$ cat src/verilog/opmode_pkg.sv
package opmode_pkg;
    typedef enum logic [2:0] {
        ST_INIT = 3'h0,
        ST_NORMAL = 3'h1,
        ST_STOP = 3'h2,
        ST_SLEEP = 3'h3,
        ST_RESTART = 3'h4,
        ST_FAILSAFE = 3'h5
    } op_state_t;
    // Mode field codes
    localparam logic [1:0] MODE_NORMAL = 2'h0;
    localparam logic [1:0] MODE_SLEEP = 2'h1;
    localparam logic [1:0] MODE_STOP = 2'h2;
    localparam logic [1:0] MODE_SOFT_RESET = 2'h3;
    // Timing, times in microseconds
    localparam int CLK_MHZ = 200;
    localparam int LONG_OPEN_WINDOW_TIME_US = 200;
    localparam int RESET_DELAY_TIME_ONE_US = 10;
    localparam int RESET_DELAY_TIME_TWO_US = 2;
    localparam int LONG_WINDOW_CYC = LONG_OPEN_WINDOW_TIME_US * CLK_MHZ;
    localparam int RD1_CYC = RESET_DELAY_TIME_ONE_US * CLK_MHZ;
    localparam int RD2_CYC = RESET_DELAY_TIME_TWO_US * CLK_MHZ;
    localparam int CNT_W = 17;
    // Serial frame layout, first bit shifted lands in bit 15
    localparam int FRAME_BITS = 16;
    localparam int BITCNT_W = 5;
    localparam int FR_WR = 15;
    localparam int FR_ADDR_MSB = 14;
    localparam int FR_ADDR_LSB = 8;
    localparam int FR_MODE_MSB = 7;
    localparam int FR_MODE_LSB = 6;
    localparam logic [6:0] ADDR_MODE_CTRL = 7'h01;
    localparam logic [6:0] ADDR_WD_CTRL = 7'h03;
    // Pin indices into the synchroniser vector
    localparam int PIN_TEST = 0;
    localparam int PIN_IRQ = 1;
    localparam int PIN_WK_CAN = 2;
    localparam int PIN_WK_PIN = 3;
    localparam int PIN_WK_GPIO = 4;
    localparam int PIN_OT = 5;
    localparam int PIN_UV = 6;
    localparam int PIN_CRIT = 7;
    localparam int PIN_SCLK = 8;
    localparam int PIN_CSN = 9;
    localparam int PIN_SDI = 10;
    localparam int NUM_PINS = 11;
    localparam logic [NUM_PINS-1:0] SYNC_RST = 11'h200;
endpackage

$ cat src/verilog/operating_mode_controller.sv
`timescale 1ns/1ps
module operating_mode_controller
    import opmode_pkg::*;
#(
    parameter int LW_CYC = LONG_WINDOW_CYC,
    parameter int RD1_CYC_P = RD1_CYC,
    parameter int RD2_CYC_P = RD2_CYC
) (
    input wire logic mclk,
    input wire logic srst,
    input wire logic test_pin,
    input wire logic irq_output_low_in,
    input wire logic can_wake,
    input wire logic wake_input_pin,
    input wire logic gpio_wake,
    input wire logic overtemp,
    input wire logic main_uv,
    input wire logic critical_fail,
    input wire logic spi_sclk,
    input wire logic spi_csn,
    input wire logic spi_sdi,
    input wire logic aux_supply_req,
    output logic reset_output_low,
    output logic irq_output_low_out,
    output logic irq_output_low_oe,
    output logic main_supply_rail_en,
    output logic aux_supply_rail_en,
    output logic can_force_normal,
    output logic dev_mode,
    output logic cfg0_state,
    output logic watchdog_fail,
    output logic [1:0] mode_field,
    output logic [2:0] op_state
);
    localparam logic [CNT_W-1:0] LW_LOAD = CNT_W'(LW_CYC - 1);
    localparam logic [CNT_W-1:0] RD1_LOAD = CNT_W'(RD1_CYC_P - 1);
    localparam logic [CNT_W-1:0] RD2_LOAD = CNT_W'(RD2_CYC_P - 1);
    localparam logic [BITCNT_W-1:0] FRAME_LEN = BITCNT_W'(FRAME_BITS);

    logic [NUM_PINS-1:0] pins;
    logic [NUM_PINS-1:0] sync1_reg;
    logic [NUM_PINS-1:0] sync2_reg;
    op_state_t state_reg;
    op_state_t state_next;
    logic rst_n_reg;
    logic rst_n_next;
    logic [CNT_W-1:0] dly_cnt_reg;
    logic [CNT_W-1:0] wd_cnt_reg;
    logic dev_reg;
    logic cfg0_reg;
    logic ot_cause_reg;
    logic wd_fail_reg;
    logic main_en_reg;
    logic aux_en_reg;
    logic [1:0] mode_reg;
    logic sclk_d_reg;
    logic csn_d_reg;
    logic [FRAME_BITS-1:0] shift_reg;
    logic [BITCNT_W-1:0] bitcnt_reg;
    logic sclk_rise;
    logic frame_end;
    logic frame_ok;
    logic is_write;
    logic mode_wr;
    logic wd_trig;
    logic [1:0] mode_code;
    op_state_t mode_target;
    logic wake_any;
    logic fs_req;
    logic wd_run;
    logic wd_expire;
    logic rel_pulse;
    op_state_t wd_target;

    assign pins = {spi_sdi, spi_csn, spi_sclk, critical_fail, main_uv, overtemp,
                   gpio_wake, wake_input_pin, can_wake, irq_output_low_in, test_pin};

    // Two-stage synchronisers for every pin input
    genvar gi;
    generate
        for (gi = 0; gi < NUM_PINS; gi++) begin : g_sync
            always_ff @(posedge mclk) begin
                if (srst) begin
                    sync1_reg[gi] <= SYNC_RST[gi];
                    sync2_reg[gi] <= SYNC_RST[gi];
                end else begin
                    sync1_reg[gi] <= pins[gi];
                    sync2_reg[gi] <= sync1_reg[gi];
                end
            end
        end
    endgenerate

    // Edge history of serial clock and select
    always_ff @(posedge mclk) begin
        if (srst) begin
            sclk_d_reg <= 1'b0;
            csn_d_reg <= 1'b1;
        end else begin
            sclk_d_reg <= sync2_reg[PIN_SCLK];
            csn_d_reg <= sync2_reg[PIN_CSN];
        end
    end

    assign sclk_rise = sync2_reg[PIN_SCLK] && !sclk_d_reg && !sync2_reg[PIN_CSN];
    assign frame_end = sync2_reg[PIN_CSN] && !csn_d_reg;

    // Frame shifter, bit count saturates on long frames
    always_ff @(posedge mclk) begin
        if (srst) begin
            shift_reg <= '0;
            bitcnt_reg <= '0;
        end else if (sync2_reg[PIN_CSN]) begin
            bitcnt_reg <= '0;
        end else if (sclk_rise) begin
            shift_reg <= {shift_reg[FRAME_BITS-2:0], sync2_reg[PIN_SDI]};
            if (bitcnt_reg != '1) begin
                bitcnt_reg <= bitcnt_reg + 1'b1;
            end
        end
    end

    // Frame decode, only whole 16-bit frames count
    assign frame_ok = frame_end && (bitcnt_reg == FRAME_LEN);
    assign is_write = frame_ok && shift_reg[FR_WR];
    assign mode_wr = is_write && (shift_reg[FR_ADDR_MSB:FR_ADDR_LSB] == ADDR_MODE_CTRL);
    assign wd_trig = is_write && (shift_reg[FR_ADDR_MSB:FR_ADDR_LSB] == ADDR_WD_CTRL);
    assign mode_code = shift_reg[FR_MODE_MSB:FR_MODE_LSB];

    // Target state of a mode write
    always_comb begin
        case (mode_code)
            MODE_SLEEP: mode_target = ST_SLEEP;
            MODE_STOP: mode_target = ST_STOP;
            MODE_SOFT_RESET: mode_target = ST_INIT;
            default: mode_target = ST_NORMAL;
        endcase
    end

    // Event sources
    assign wake_any = sync2_reg[PIN_WK_CAN] || sync2_reg[PIN_WK_PIN] || sync2_reg[PIN_WK_GPIO];
    assign fs_req = sync2_reg[PIN_CRIT] || sync2_reg[PIN_OT];
    assign wd_target = cfg0_reg ? ST_RESTART : ST_FAILSAFE;

    // Watchdog only runs in init and normal, never in development
    assign wd_run = rst_n_reg && !dev_reg && (state_reg == ST_INIT || state_reg == ST_NORMAL);
    assign wd_expire = wd_run && (wd_cnt_reg == '0) && !wd_trig;

    // Mode transitions
    always_comb begin
        state_next = state_reg;
        case (state_reg)
            ST_INIT: begin
                // Wake inputs are not looked at here
                if (wd_expire) begin
                    state_next = wd_target;
                end else if (frame_ok) begin
                    state_next = mode_wr ? mode_target : ST_NORMAL;
                end
            end
            ST_NORMAL, ST_STOP: begin
                if (fs_req) begin
                    state_next = ST_FAILSAFE;
                end else if (sync2_reg[PIN_UV]) begin
                    state_next = ST_RESTART;
                end else if (wd_expire) begin
                    state_next = wd_target;
                end else if (mode_wr) begin
                    state_next = mode_target;
                end
            end
            ST_SLEEP: begin
                if (wake_any) begin
                    state_next = ST_RESTART;
                end
            end
            ST_RESTART: begin
                if (fs_req) begin
                    state_next = ST_FAILSAFE;
                end else if (!sync2_reg[PIN_UV] && dly_cnt_reg == '0) begin
                    state_next = ST_NORMAL;
                end
            end
            ST_FAILSAFE: begin
                if (wake_any || (ot_cause_reg && !sync2_reg[PIN_OT])) begin
                    state_next = ST_RESTART;
                end
            end
            default: state_next = ST_INIT;
        endcase
    end

    // State register, power-on starts in init
    always_ff @(posedge mclk) begin
        if (srst) begin
            state_reg <= ST_INIT;
        end else begin
            state_reg <= state_next;
        end
    end

    // Reset output: low in restart and before the first release
    always_comb begin
        case (state_next)
            ST_RESTART: rst_n_next = 1'b0;
            ST_INIT: rst_n_next = rst_n_reg || (state_reg == ST_INIT && dly_cnt_reg == '0);
            default: rst_n_next = 1'b1;
        endcase
    end
    assign rel_pulse = !rst_n_reg && rst_n_next;

    always_ff @(posedge mclk) begin
        if (srst) begin
            rst_n_reg <= 1'b0;
        end else begin
            rst_n_reg <= rst_n_next;
        end
    end

    // Reset delay counter, reloaded in restart while undervoltage persists
    always_ff @(posedge mclk) begin
        if (srst) begin
            dly_cnt_reg <= RD1_LOAD;
        end else if (state_next == ST_RESTART && state_reg != ST_RESTART) begin
            dly_cnt_reg <= sync2_reg[PIN_UV] ? RD1_LOAD : RD2_LOAD;
        end else if (state_reg == ST_RESTART && sync2_reg[PIN_UV]) begin
            dly_cnt_reg <= RD1_LOAD;
        end else if (!rst_n_reg && dly_cnt_reg != '0) begin
            dly_cnt_reg <= dly_cnt_reg - 1'b1;
        end
    end

    // Watchdog counter, long window reloaded until running
    always_ff @(posedge mclk) begin
        if (srst) begin
            wd_cnt_reg <= LW_LOAD;
        end else if (!wd_run || wd_trig) begin
            wd_cnt_reg <= LW_LOAD;
        end else if (wd_cnt_reg != '0) begin
            wd_cnt_reg <= wd_cnt_reg - 1'b1;
        end
    end

    // Failure pulse
    always_ff @(posedge mclk) begin
        if (srst) begin
            wd_fail_reg <= 1'b0;
        end else begin
            wd_fail_reg <= wd_expire;
        end
    end

    // Straps caught at the release of the reset output, the test pin only at release from init
    always_ff @(posedge mclk) begin
        if (srst) begin
            dev_reg <= 1'b0;
            cfg0_reg <= 1'b0;
        end else if (rel_pulse) begin
            cfg0_reg <= sync2_reg[PIN_IRQ];
            if (state_reg == ST_INIT) begin
                dev_reg <= sync2_reg[PIN_TEST];
            end
        end
    end

    // Remembers that overtemperature caused fail-safe
    always_ff @(posedge mclk) begin
        if (srst) begin
            ot_cause_reg <= 1'b0;
        end else if (state_next == ST_FAILSAFE && state_reg != ST_FAILSAFE) begin
            ot_cause_reg <= sync2_reg[PIN_OT] && !sync2_reg[PIN_CRIT];
        end
    end

    // Mode field follows mode writes, back to normal in restart and init, kept on entering fail-safe
    always_ff @(posedge mclk) begin
        if (srst) begin
            mode_reg <= MODE_NORMAL;
        end else if (state_next == ST_RESTART || state_next == ST_INIT) begin
            mode_reg <= MODE_NORMAL;
        end else if (mode_wr && state_next == mode_target) begin
            mode_reg <= mode_code;
        end
    end

    // Supply and transceiver controls
    always_ff @(posedge mclk) begin
        if (srst) begin
            main_en_reg <= 1'b1;
            aux_en_reg <= 1'b0;
        end else begin
            main_en_reg <= !(state_next == ST_SLEEP || state_next == ST_FAILSAFE);
            aux_en_reg <= dev_reg || aux_supply_req;
        end
    end

    assign reset_output_low = rst_n_reg;
    assign irq_output_low_out = 1'b0;
    assign irq_output_low_oe = !rst_n_reg;
    assign main_supply_rail_en = main_en_reg;
    assign aux_supply_rail_en = aux_en_reg;
    assign can_force_normal = dev_reg;
    assign dev_mode = dev_reg;
    assign cfg0_state = cfg0_reg;
    assign watchdog_fail = wd_fail_reg;
    assign mode_field = mode_reg;
    assign op_state = state_reg;
endmodule

$ cat config.mk
export PLATFORM = sky130hd
export DESIGN_NAME = operating_mode_controller
export DESIGN_NICKNAME = d
export VERILOG_FILES = /design/src/verilog/opmode_pkg.sv /design/src/verilog/operating_mode_controller.sv
export SDC_FILE = /design/constraint.sdc
export NUM_CORES = 1
export LEC_CHECK = 0
export CORE_ASPECT_RATIO = 0.75
export CORE_UTILIZATION = 45
export DETAILED_ROUTE_END_ITERATION = 8
export DONT_BUFFER_PORTS = 1
export GPL_TIMING_DRIVEN = 0
export SYNTH_ARGS = -nofsm -noshare
export SYNTH_HDL_FRONTEND = slang
export SYNTH_SLANG_ARGS = --single-unit
$ cat constraint.sdc
create_clock -name mclk -period 2.8 [get_ports mclk]
set_clock_uncertainty 0.1 [all_clocks]
set_input_delay 0.42 -clock mclk [delete_from_list [all_inputs] [get_ports mclk]]
set_output_delay 0.42 -clock mclk [all_outputs]
set_load 0.005 [all_outputs]
==> results.txt, run 1 <==
The maximum level of the CTS H-tree is 3. The final setup violation count came out at 7. The final critical-path setup slack is -0.0356 ns. The core box area came out at 0.00867 mm². The effective utilization at floorplan is 0.476. The routing usage on met1 is 0.290. The count of different cell masters after synthesis came out at 59. The count of routing violations after the opening detailed-route iteration is 188. STA classifies the critical path endpoint as a flop. met1 is the most crowded layer. The maximum achievable frequency is 0.353 GHz.

The post-detailed-routing wire length is 8790 µm. TritonCTS built the clock tree. The first global-routing pass estimated 14800 µm of wire. In this run the mean area of a mapped cell was 8.61 µm². The worst register-to-register path has a depth of 10. The sequential share of power is 0.504. The number of fillers in the final layout came out at 802. The critical path goes through inv_2 > ha_4 > or4b_4 > or4_4 > and3b_2 > a211oi_4 > buf_6 > a221oi_4 > mux2i_1 > nor2_1. The number of diodes added for antenna fixing came out at 0. The share of layout cells above drive strength 1 is 0.147. Setup repair after global routing could not meet its margin everywhere. The cell count after synthesis came out at 479. The share of total power dissipated in combinational logic is 0.023. Among all flip-flop cells after synthesis, the most frequent one is sky130_fd_sc_hd__dfxtp_1. In the finished design, the share of the clock period the worst path needs comes to 1.01.

The internal power of the cells totals 0.00206 W. The maximum root-to-sink buffer count came out at 2. The transition time of the tightest slew-check pin is 0.730 ns. The port buffer count came out at 0.

For the worst-skew pair, the clock arrives at the later sink with an insertion delay of 0.34 ns. The top-level port count came out at 28. The number of placed instances, taps included came out at 587.

The clock share of power came out at 0.472. The worst slew margin relative to its limit came out at 0.506. CTS placed an instance of sky130_fd_sc_hd__clkbuf_16 at the clock tree root. The aggregate global routing overflow is 0. The count of final max-slew check failures came out at 0. The commonest non-fill, non-tap cell in the layout is sky130_fd_sc_hd__dfxtp_1. The detailed router placed 3322 vias in this run. The pin count of the biggest net entering global routing came out at 17. In this run the critical register-to-register path is launched from wd_cnt_reg[1]. STA classifies the critical path startpoint as a flop. The remaining antenna violation count is 0. After the last flow step, the layout net total stands at 523. The die outline height came out at 84.9 µm. The mapped netlist covers 0.00413 mm².

In the layout the commonest cells are sky130_fd_sc_hd__dfxtp_1 (87), sky130_fd_sc_hd__nand2_1 (75), sky130_fd_sc_hd__nor2_1 (40). During synthesis, Yosys emitted a total of 0 warnings. The setup slack after placement came out at -0.375 ns. The final hold violation count is 0.

In this run the power density over the cells is 547 mW/mm². The post-route minimum period came out at 2.84 ns. The worst endpoint required time is 2.91 ns. For the worst setup path, the data arrival time is 2.95 ns. Of all nets on the critical path, the largest fanout is 5. The synthesized netlist net count came out at 502. The leakage power figure is 1.70 nW. The initial antenna violation count is 0. The total die area came out at 0.00956 mm². The net switching fraction of the power is 0.215. Buffers inserted during clock tree synthesis total 9. The width of the chip came out at 113 µm. The first-pass iteration count of the detailed router came out at 5. The number of standard cells in the layout, taps in and fillers out is 613. The hold path startpoint is spi_csn. The sequential area share after synthesis came out at 0.442. Once detailed placement completed, the half-perimeter wirelength came to 6210 µm. The most critical setup path has its startpoint at wd_cnt_reg[1]. The routing usage on met3 is 0.0543. The number of enable flip-flop cells after synthesis is 0. The layout-stage area growth over the synthesis result came out at 16.6%. The number of synthesized register bits came out at 91. After detailed routing, the number of remaining DRC violations is 0.

The min-delay analysis places its worst path in the category in2reg. The reported max-cap violation count came out at 0. The global routing usage summed across all routing layers came out at 0.197. Counting instances, the worst hold path has a depth of 1. The cell row count is 29.

The critical path's largest stage delay is 0.50 ns. VDD sags by at most 0.451 mV. The final reports fail on setup timing. The number of global-route vias before repair is 2989. In the final routed layout, each cell accounts on average for 14.3 µm.

The number of clock sinks came out at 91. The proportion of register bits with asynchronous set or reset after synthesis is 0. The run finished, with violations left. The critical path is of the reg2reg type. The final hold slack is 0.0819 ns. The net load switching power is 0.000567 W. The via count normalized by instance count came out at 5.42.

On the critical path, the stage with the largest delay is an instance of sky130_fd_sc_hd__or4_4. After clock tree synthesis, the clock-pin slew on the worst setup and hold paths is 0.06 ns. The met2 track demand over resource in global routing is 0.281. The global placement routability congestion came out at 0.898.
[logic make-up (layout without fill, tap and decap cells)]
kind of cell / after synthesis / count (layout) / share of synthesized area
other: 1 / 1 / 0.000909
and+or+nand+nor: 237 / 237 / 0.303
muxes: 3 / 3 / 0.00728
xor gates and xnor gates: 29 / 29 / 0.0616
AOI/OAI and AO/OA: 74 / 74 / 0.118
buffers and inverters: 34 / 60 / 0.0385
adders and majority gates: 10 / 10 / 0.0297
DFF: 91 / 91 / 0.442
[critical path, delay by kind of cell, from the launching register on]
family                     cells  cell delay (ns)
and+or+nand+nor                4             1.32
DFF                            1             0.33
buffers and inverters          2             0.24
AOI/OAI and AO/OA              2             0.37
adders and majority gates      1             0.13
muxes                          1             0.21
[worst paths after layout]
| path | to | slack, ns |
|---|---|---|
| setup / recovery | ot_cause_reg | -0.04 |
| hold reg to reg | sync2_reg[9] | 0.32 |
| setup reg to reg | ot_cause_reg | -0.04 |
| hold / removal | sync1_reg[9] | 0.08 |
[area by class of cell]
class	instances	area, µm²	area share
plain buffers	21	111	0.0232
clock buffers	10	239	0.0497
clock inverters	6	70.1	0.0146
inverters	13	48.8	0.0101
multi-input cells	354	2310	0.479
flip-flops and latches	91	1830	0.380
well taps	108	135	0.0281
repair buffers	10	72.6	0.0151
[through the flow]
stage	TNS [ns]	utilization	area, µm²	total power, W
after CTS	-0.0373	0.548	4760	0.00266
after floorplan	0	-	4130	0.00140
after global routing	-1.41	0.555	4810	0.00273
final	-0.0887	0.555	4810	0.00263
after detailed placement	-4.25	0.491	4260	0.00142
after global placement	-2.92	0.491	4260	0.00141
[power groups by stage]
stage	Combinational, W	Sequential (W)	Clock (W)
2_1_floorplan	0.0000473	0.00135	0
5_1_grt	0.0000701	0.00133	0.00133
3_5_place_dp	0.0000599	0.00136	0
3_3_place_gp	0.0000586	0.00136	0
4_1_cts	0.0000611	0.00133	0.00127
6_report	0.0000609	0.00133	0.00124
[cells in the mapped netlist, drive strengths merged (8+ instances only)]
library cell  number  area (µm²)
nand2             75         282
or4                9        82.6
xnor2             16         140
nor3              14        70.1
o21ai             13        68.8
xor2              13         114
nor2b             28         175
and3               8        55.1
nor4              12        75.1
dfxtp             91        1820
ha                 9         113
inv               13        48.8
nor2              40         150
nand3              9        45.0
or3                8        51.3
a21oi             33         165
clkbuf            15        56.3
[metal layers]
layer  wire [µm]  share of wire
met5           0              0
met4          85         0.0097
met3         476          0.054
met2        3560           0.41
met1        4670           0.53
[timing repair]
item                                    4_1_cts  5_1_grt
buffers inserted                              5        4
gates cloned                                  1        0
endpoints found under the setup margin       24       23
hold buffers                                  0        0
gates resized for setup                      28        7
pin swaps                                     8        4
(Power assumes the default switching activity.)
==> run 2, diff against run 1 <==
GPL_TIMING_DRIVEN = default   (was 0)
PLACE_DENSITY = 0.65   (was default)
==> run 2 against run 1 <==
Net effect: critical endpoint is now mode_field[0]; combinational power is 20% lower; the flow now finishes without violations; clock-buffer cell count is the same; global-route usage is 0.24 points lower.
==> results.txt, run 2 (synthesis results as in run 1) <==
Run status: completed (was complete, but fails checks). The timing startpoint of the critical path is wd_cnt_reg[1] (unchanged). The effective utilization at floorplan is 0.476 (unchanged).

Setup repair after global routing missed its margin: yes (unchanged). The core box area came to 0.00867 mm² (unchanged). The remaining antenna violation count is 0 (unchanged). The clock root buffer master is sky130_fd_sc_hd__clkbuf_16 (unchanged). The global routing usage summed across all routing layers is 0.195 (was 0.197). The critical path's slowest cell is sky130_fd_sc_hd__or4_4 (unchanged). The count of vias placed by the detailed router came out at 3328 (was 3322).

The path depth of the worst reg2reg path is 10 (unchanged). The total die area is 0.00956 mm² (unchanged). The number of clock sinks is 91 (unchanged).

The width of the chip is 113 µm (unchanged). The detailed-placement wirelength estimate came out at 6060 µm (was 6210 µm). The leakage power figure came out at 1.76 nW (was 1.70 nW). The aggregate global routing overflow is 0 (unchanged). The number of global-route vias before repair is 3039 (was 2989). The die outline height is 84.9 µm (unchanged).

The final hold slack came to 0.0428 ns (was 0.0819 ns). The number of diodes added for antenna fixing is 0 (unchanged). Cell-by-cell listing of the critical path: inv_2 > ha_4 > or4b_4 > or4_4 > and3b_2 > buf_6 > or4_4 > nand4b_1 > o31ai_2 > a21oi_1 (was inv_2 > ha_4 > or4b_4 > or4_4 > and3b_2 > a211oi_4 > buf_6 > a221oi_4 > mux2i_1 > nor2_1). The critical path's largest stage delay came to 0.49 ns (was 0.50 ns). The maximum root-to-sink buffer count came out at 2 (unchanged). The final setup violation count came out at 0 (was 7).

The highest net fanout along the worst path came out at 4 (was 5). The power density normalized to cell area is 539 mW/mm² (was 547 mW/mm²). The layout-stage area growth over the synthesis result is 17.9% (was 16.6%). The via count normalized by instance count came out at 5.43 (was 5.42).

The number of buffers created by CTS is 9 (unchanged). The critical path depth in cells came out at 10 (unchanged). The reg2reg setup slack is 0.02 ns (was -0.04 ns). The total number of nets in the final design came out at 526 (was 523). The nature of the critical path endpoint is a flop (unchanged). The global placement routability congestion is 0.818 (was 0.898). The source of the worst register-to-register timing path was wd_cnt_reg[1] (unchanged). The final critical-path share of the clock period came out at 0.991 (was 1.01). The number of buffers and inverters on the critical path came to 2 (unchanged). The pin count of the biggest net entering global routing is 50 (was 17). The maximum level of the CTS H-tree is 3 (unchanged). The per-cell routed wire length is 14.3 µm (about the same).

The global-route wire length before repair is 14500 µm (was 14800 µm). Leading cell types in the layout, fill and taps excluded: sky130_fd_sc_hd__dfxtp_1 (89), sky130_fd_sc_hd__nand2_1 (75), sky130_fd_sc_hd__nor2_1 (40) (was sky130_fd_sc_hd__dfxtp_1 (87), sky130_fd_sc_hd__nand2_1 (75), sky130_fd_sc_hd__nor2_1 (40)). The hold-fix buffer count after cts came out at 0 (unchanged). The port buffer count is 0 (unchanged).

The initial antenna violation count is 0 (unchanged). The arrival time reported for the critical path endpoint was 2.90 ns (was 2.95 ns). The category of the critical setup timing path is reg2reg (unchanged). The post-route minimum period is 2.78 ns (was 2.84 ns). The worst-case vdd ir drop came out at 0.417 mV (was 0.451 mV). The post-detailed-routing wire length is 8760 µm (was 8790 µm).

The reported max-cap violation count came to 0 (unchanged). The final instance area is 0.00486 mm² (was 0.00481 mm²). The count of final max-slew check failures came to 0 (unchanged).

The count of routing violations after the opening detailed-route iteration is 187 (was 188). The type of the worst min-delay path is in2reg (unchanged). The sort of element at the start of the critical path is a flop (unchanged). The cell row count came out at 29 (unchanged). The maximum achievable frequency came out at 0.360 GHz (was 0.353 GHz). The transition time of the tightest slew-check pin was 0.565 ns (was 0.730 ns).

In this design, the critical path's most frequently occurring cell is sky130_fd_sc_hd__or4_4. The first-pass iteration count of the detailed router is 4 (was 5). The endpoint of the most critical setup path is mode_field[0] (was ot_cause_reg). The worst slew margin relative to its limit is 0.621 (was 0.506).

The final hold violation count came to 0 (unchanged). The hold path startpoint was srst (was spi_csn). The commonest non-fill, non-tap cell in the layout was sky130_fd_sc_hd__dfxtp_1 (unchanged). The gate family responsible for the most delay along the worst path is simple AND/OR/NAND/NOR gates (unchanged). The worst reg2reg path endpoint is mode_field[0] (was ot_cause_reg). The share of layout cells above drive strength 1 is 0.170 (was 0.147). The number of remaining DRC errors is 0 (unchanged).

The latest clock arrival within the worst-skew pair came to 0.34 ns (about the same). The TritonCTS clock tree is built (unchanged). The top-level port count came out at 28 (unchanged). The worst endpoint required time is 2.93 ns (was 2.91 ns). The total cell area at the placement stage was 0.00438 mm² (was 0.00426 mm²).

The post-CTS clock slew at the launch and capture registers of the worst setup and hold paths came to 0.06 ns (about the same).
-- run 2: area by class of cell --
class / count / area (µm²)
Clock buffer: 10 / 239
Clock inverter: 3 / 65.1
Fill cell: 786 / 3810
Inverter: 13 / 48.8
Multi-Input combinational cell: 355 / 2300
Sequential cell: 91 / 1820
Tap cell: 108 / 135
Timing Repair Buffer: 33 / 251
-- run 2: worst min-delay path by stage --
stage | end | cells after the start
floorplan | sync2_reg[9] | 1
global placement | sync2_reg[9] | 1
detailed placement | sync2_reg[9] | 1
CTS | shift_reg[10] | 1
global route | sclk_d_reg | 1
finish | shift_reg[10] | 1
-- run 2: timing repair --
item | in CTS | in global routing
setup endpoints to repair | 9 | 22
gates cloned | 0 | 1
pin swaps | 0 | 8
buffers inserted | 0 | 2
gates resized for setup | 0 | 30
-- run 2: stage by stage --
step	std cells	power (W)	worst slack [ns]	setup TNS [ns]	utilization
final	613	0.00262	0.0247	0	0.561
after global routing	613	0.00272	-0.100	-0.179	0.561
after CTS	610	0.00265	-0.0444	-0.281	0.540
after detailed placement	597	0.00140	-0.0248	-0.164	0.505
after global placement	597	0.00140	0.0437	0	0.505
after floorplan	479	0.00140	0.105	0	-
-- run 2: power by group --
part           internal, W   total, W  leakage (nW)  switching, W
registers          0.00132    0.00133         0.739     0.0000119
clock network     0.000788    0.00124         0.150      0.000456
logic            0.0000229  0.0000487         0.869     0.0000258
total              0.00213    0.00262          1.76      0.000494
-- run 2: routing by layer --
| layer | global-route usage | share of wire | vias to the layer above |
|---|---|---|---|
| met1 | 0.275 | 0.52 | 1548 |
| met3 | 0.0586 | 0.049 | 11 |
| met2 | 0.276 | 0.42 | 56 |
| met5 | 0 | 0 | - |
| met4 | 0.0788 | 0.016 | 0 |
| li1 | - | - | 1713 |
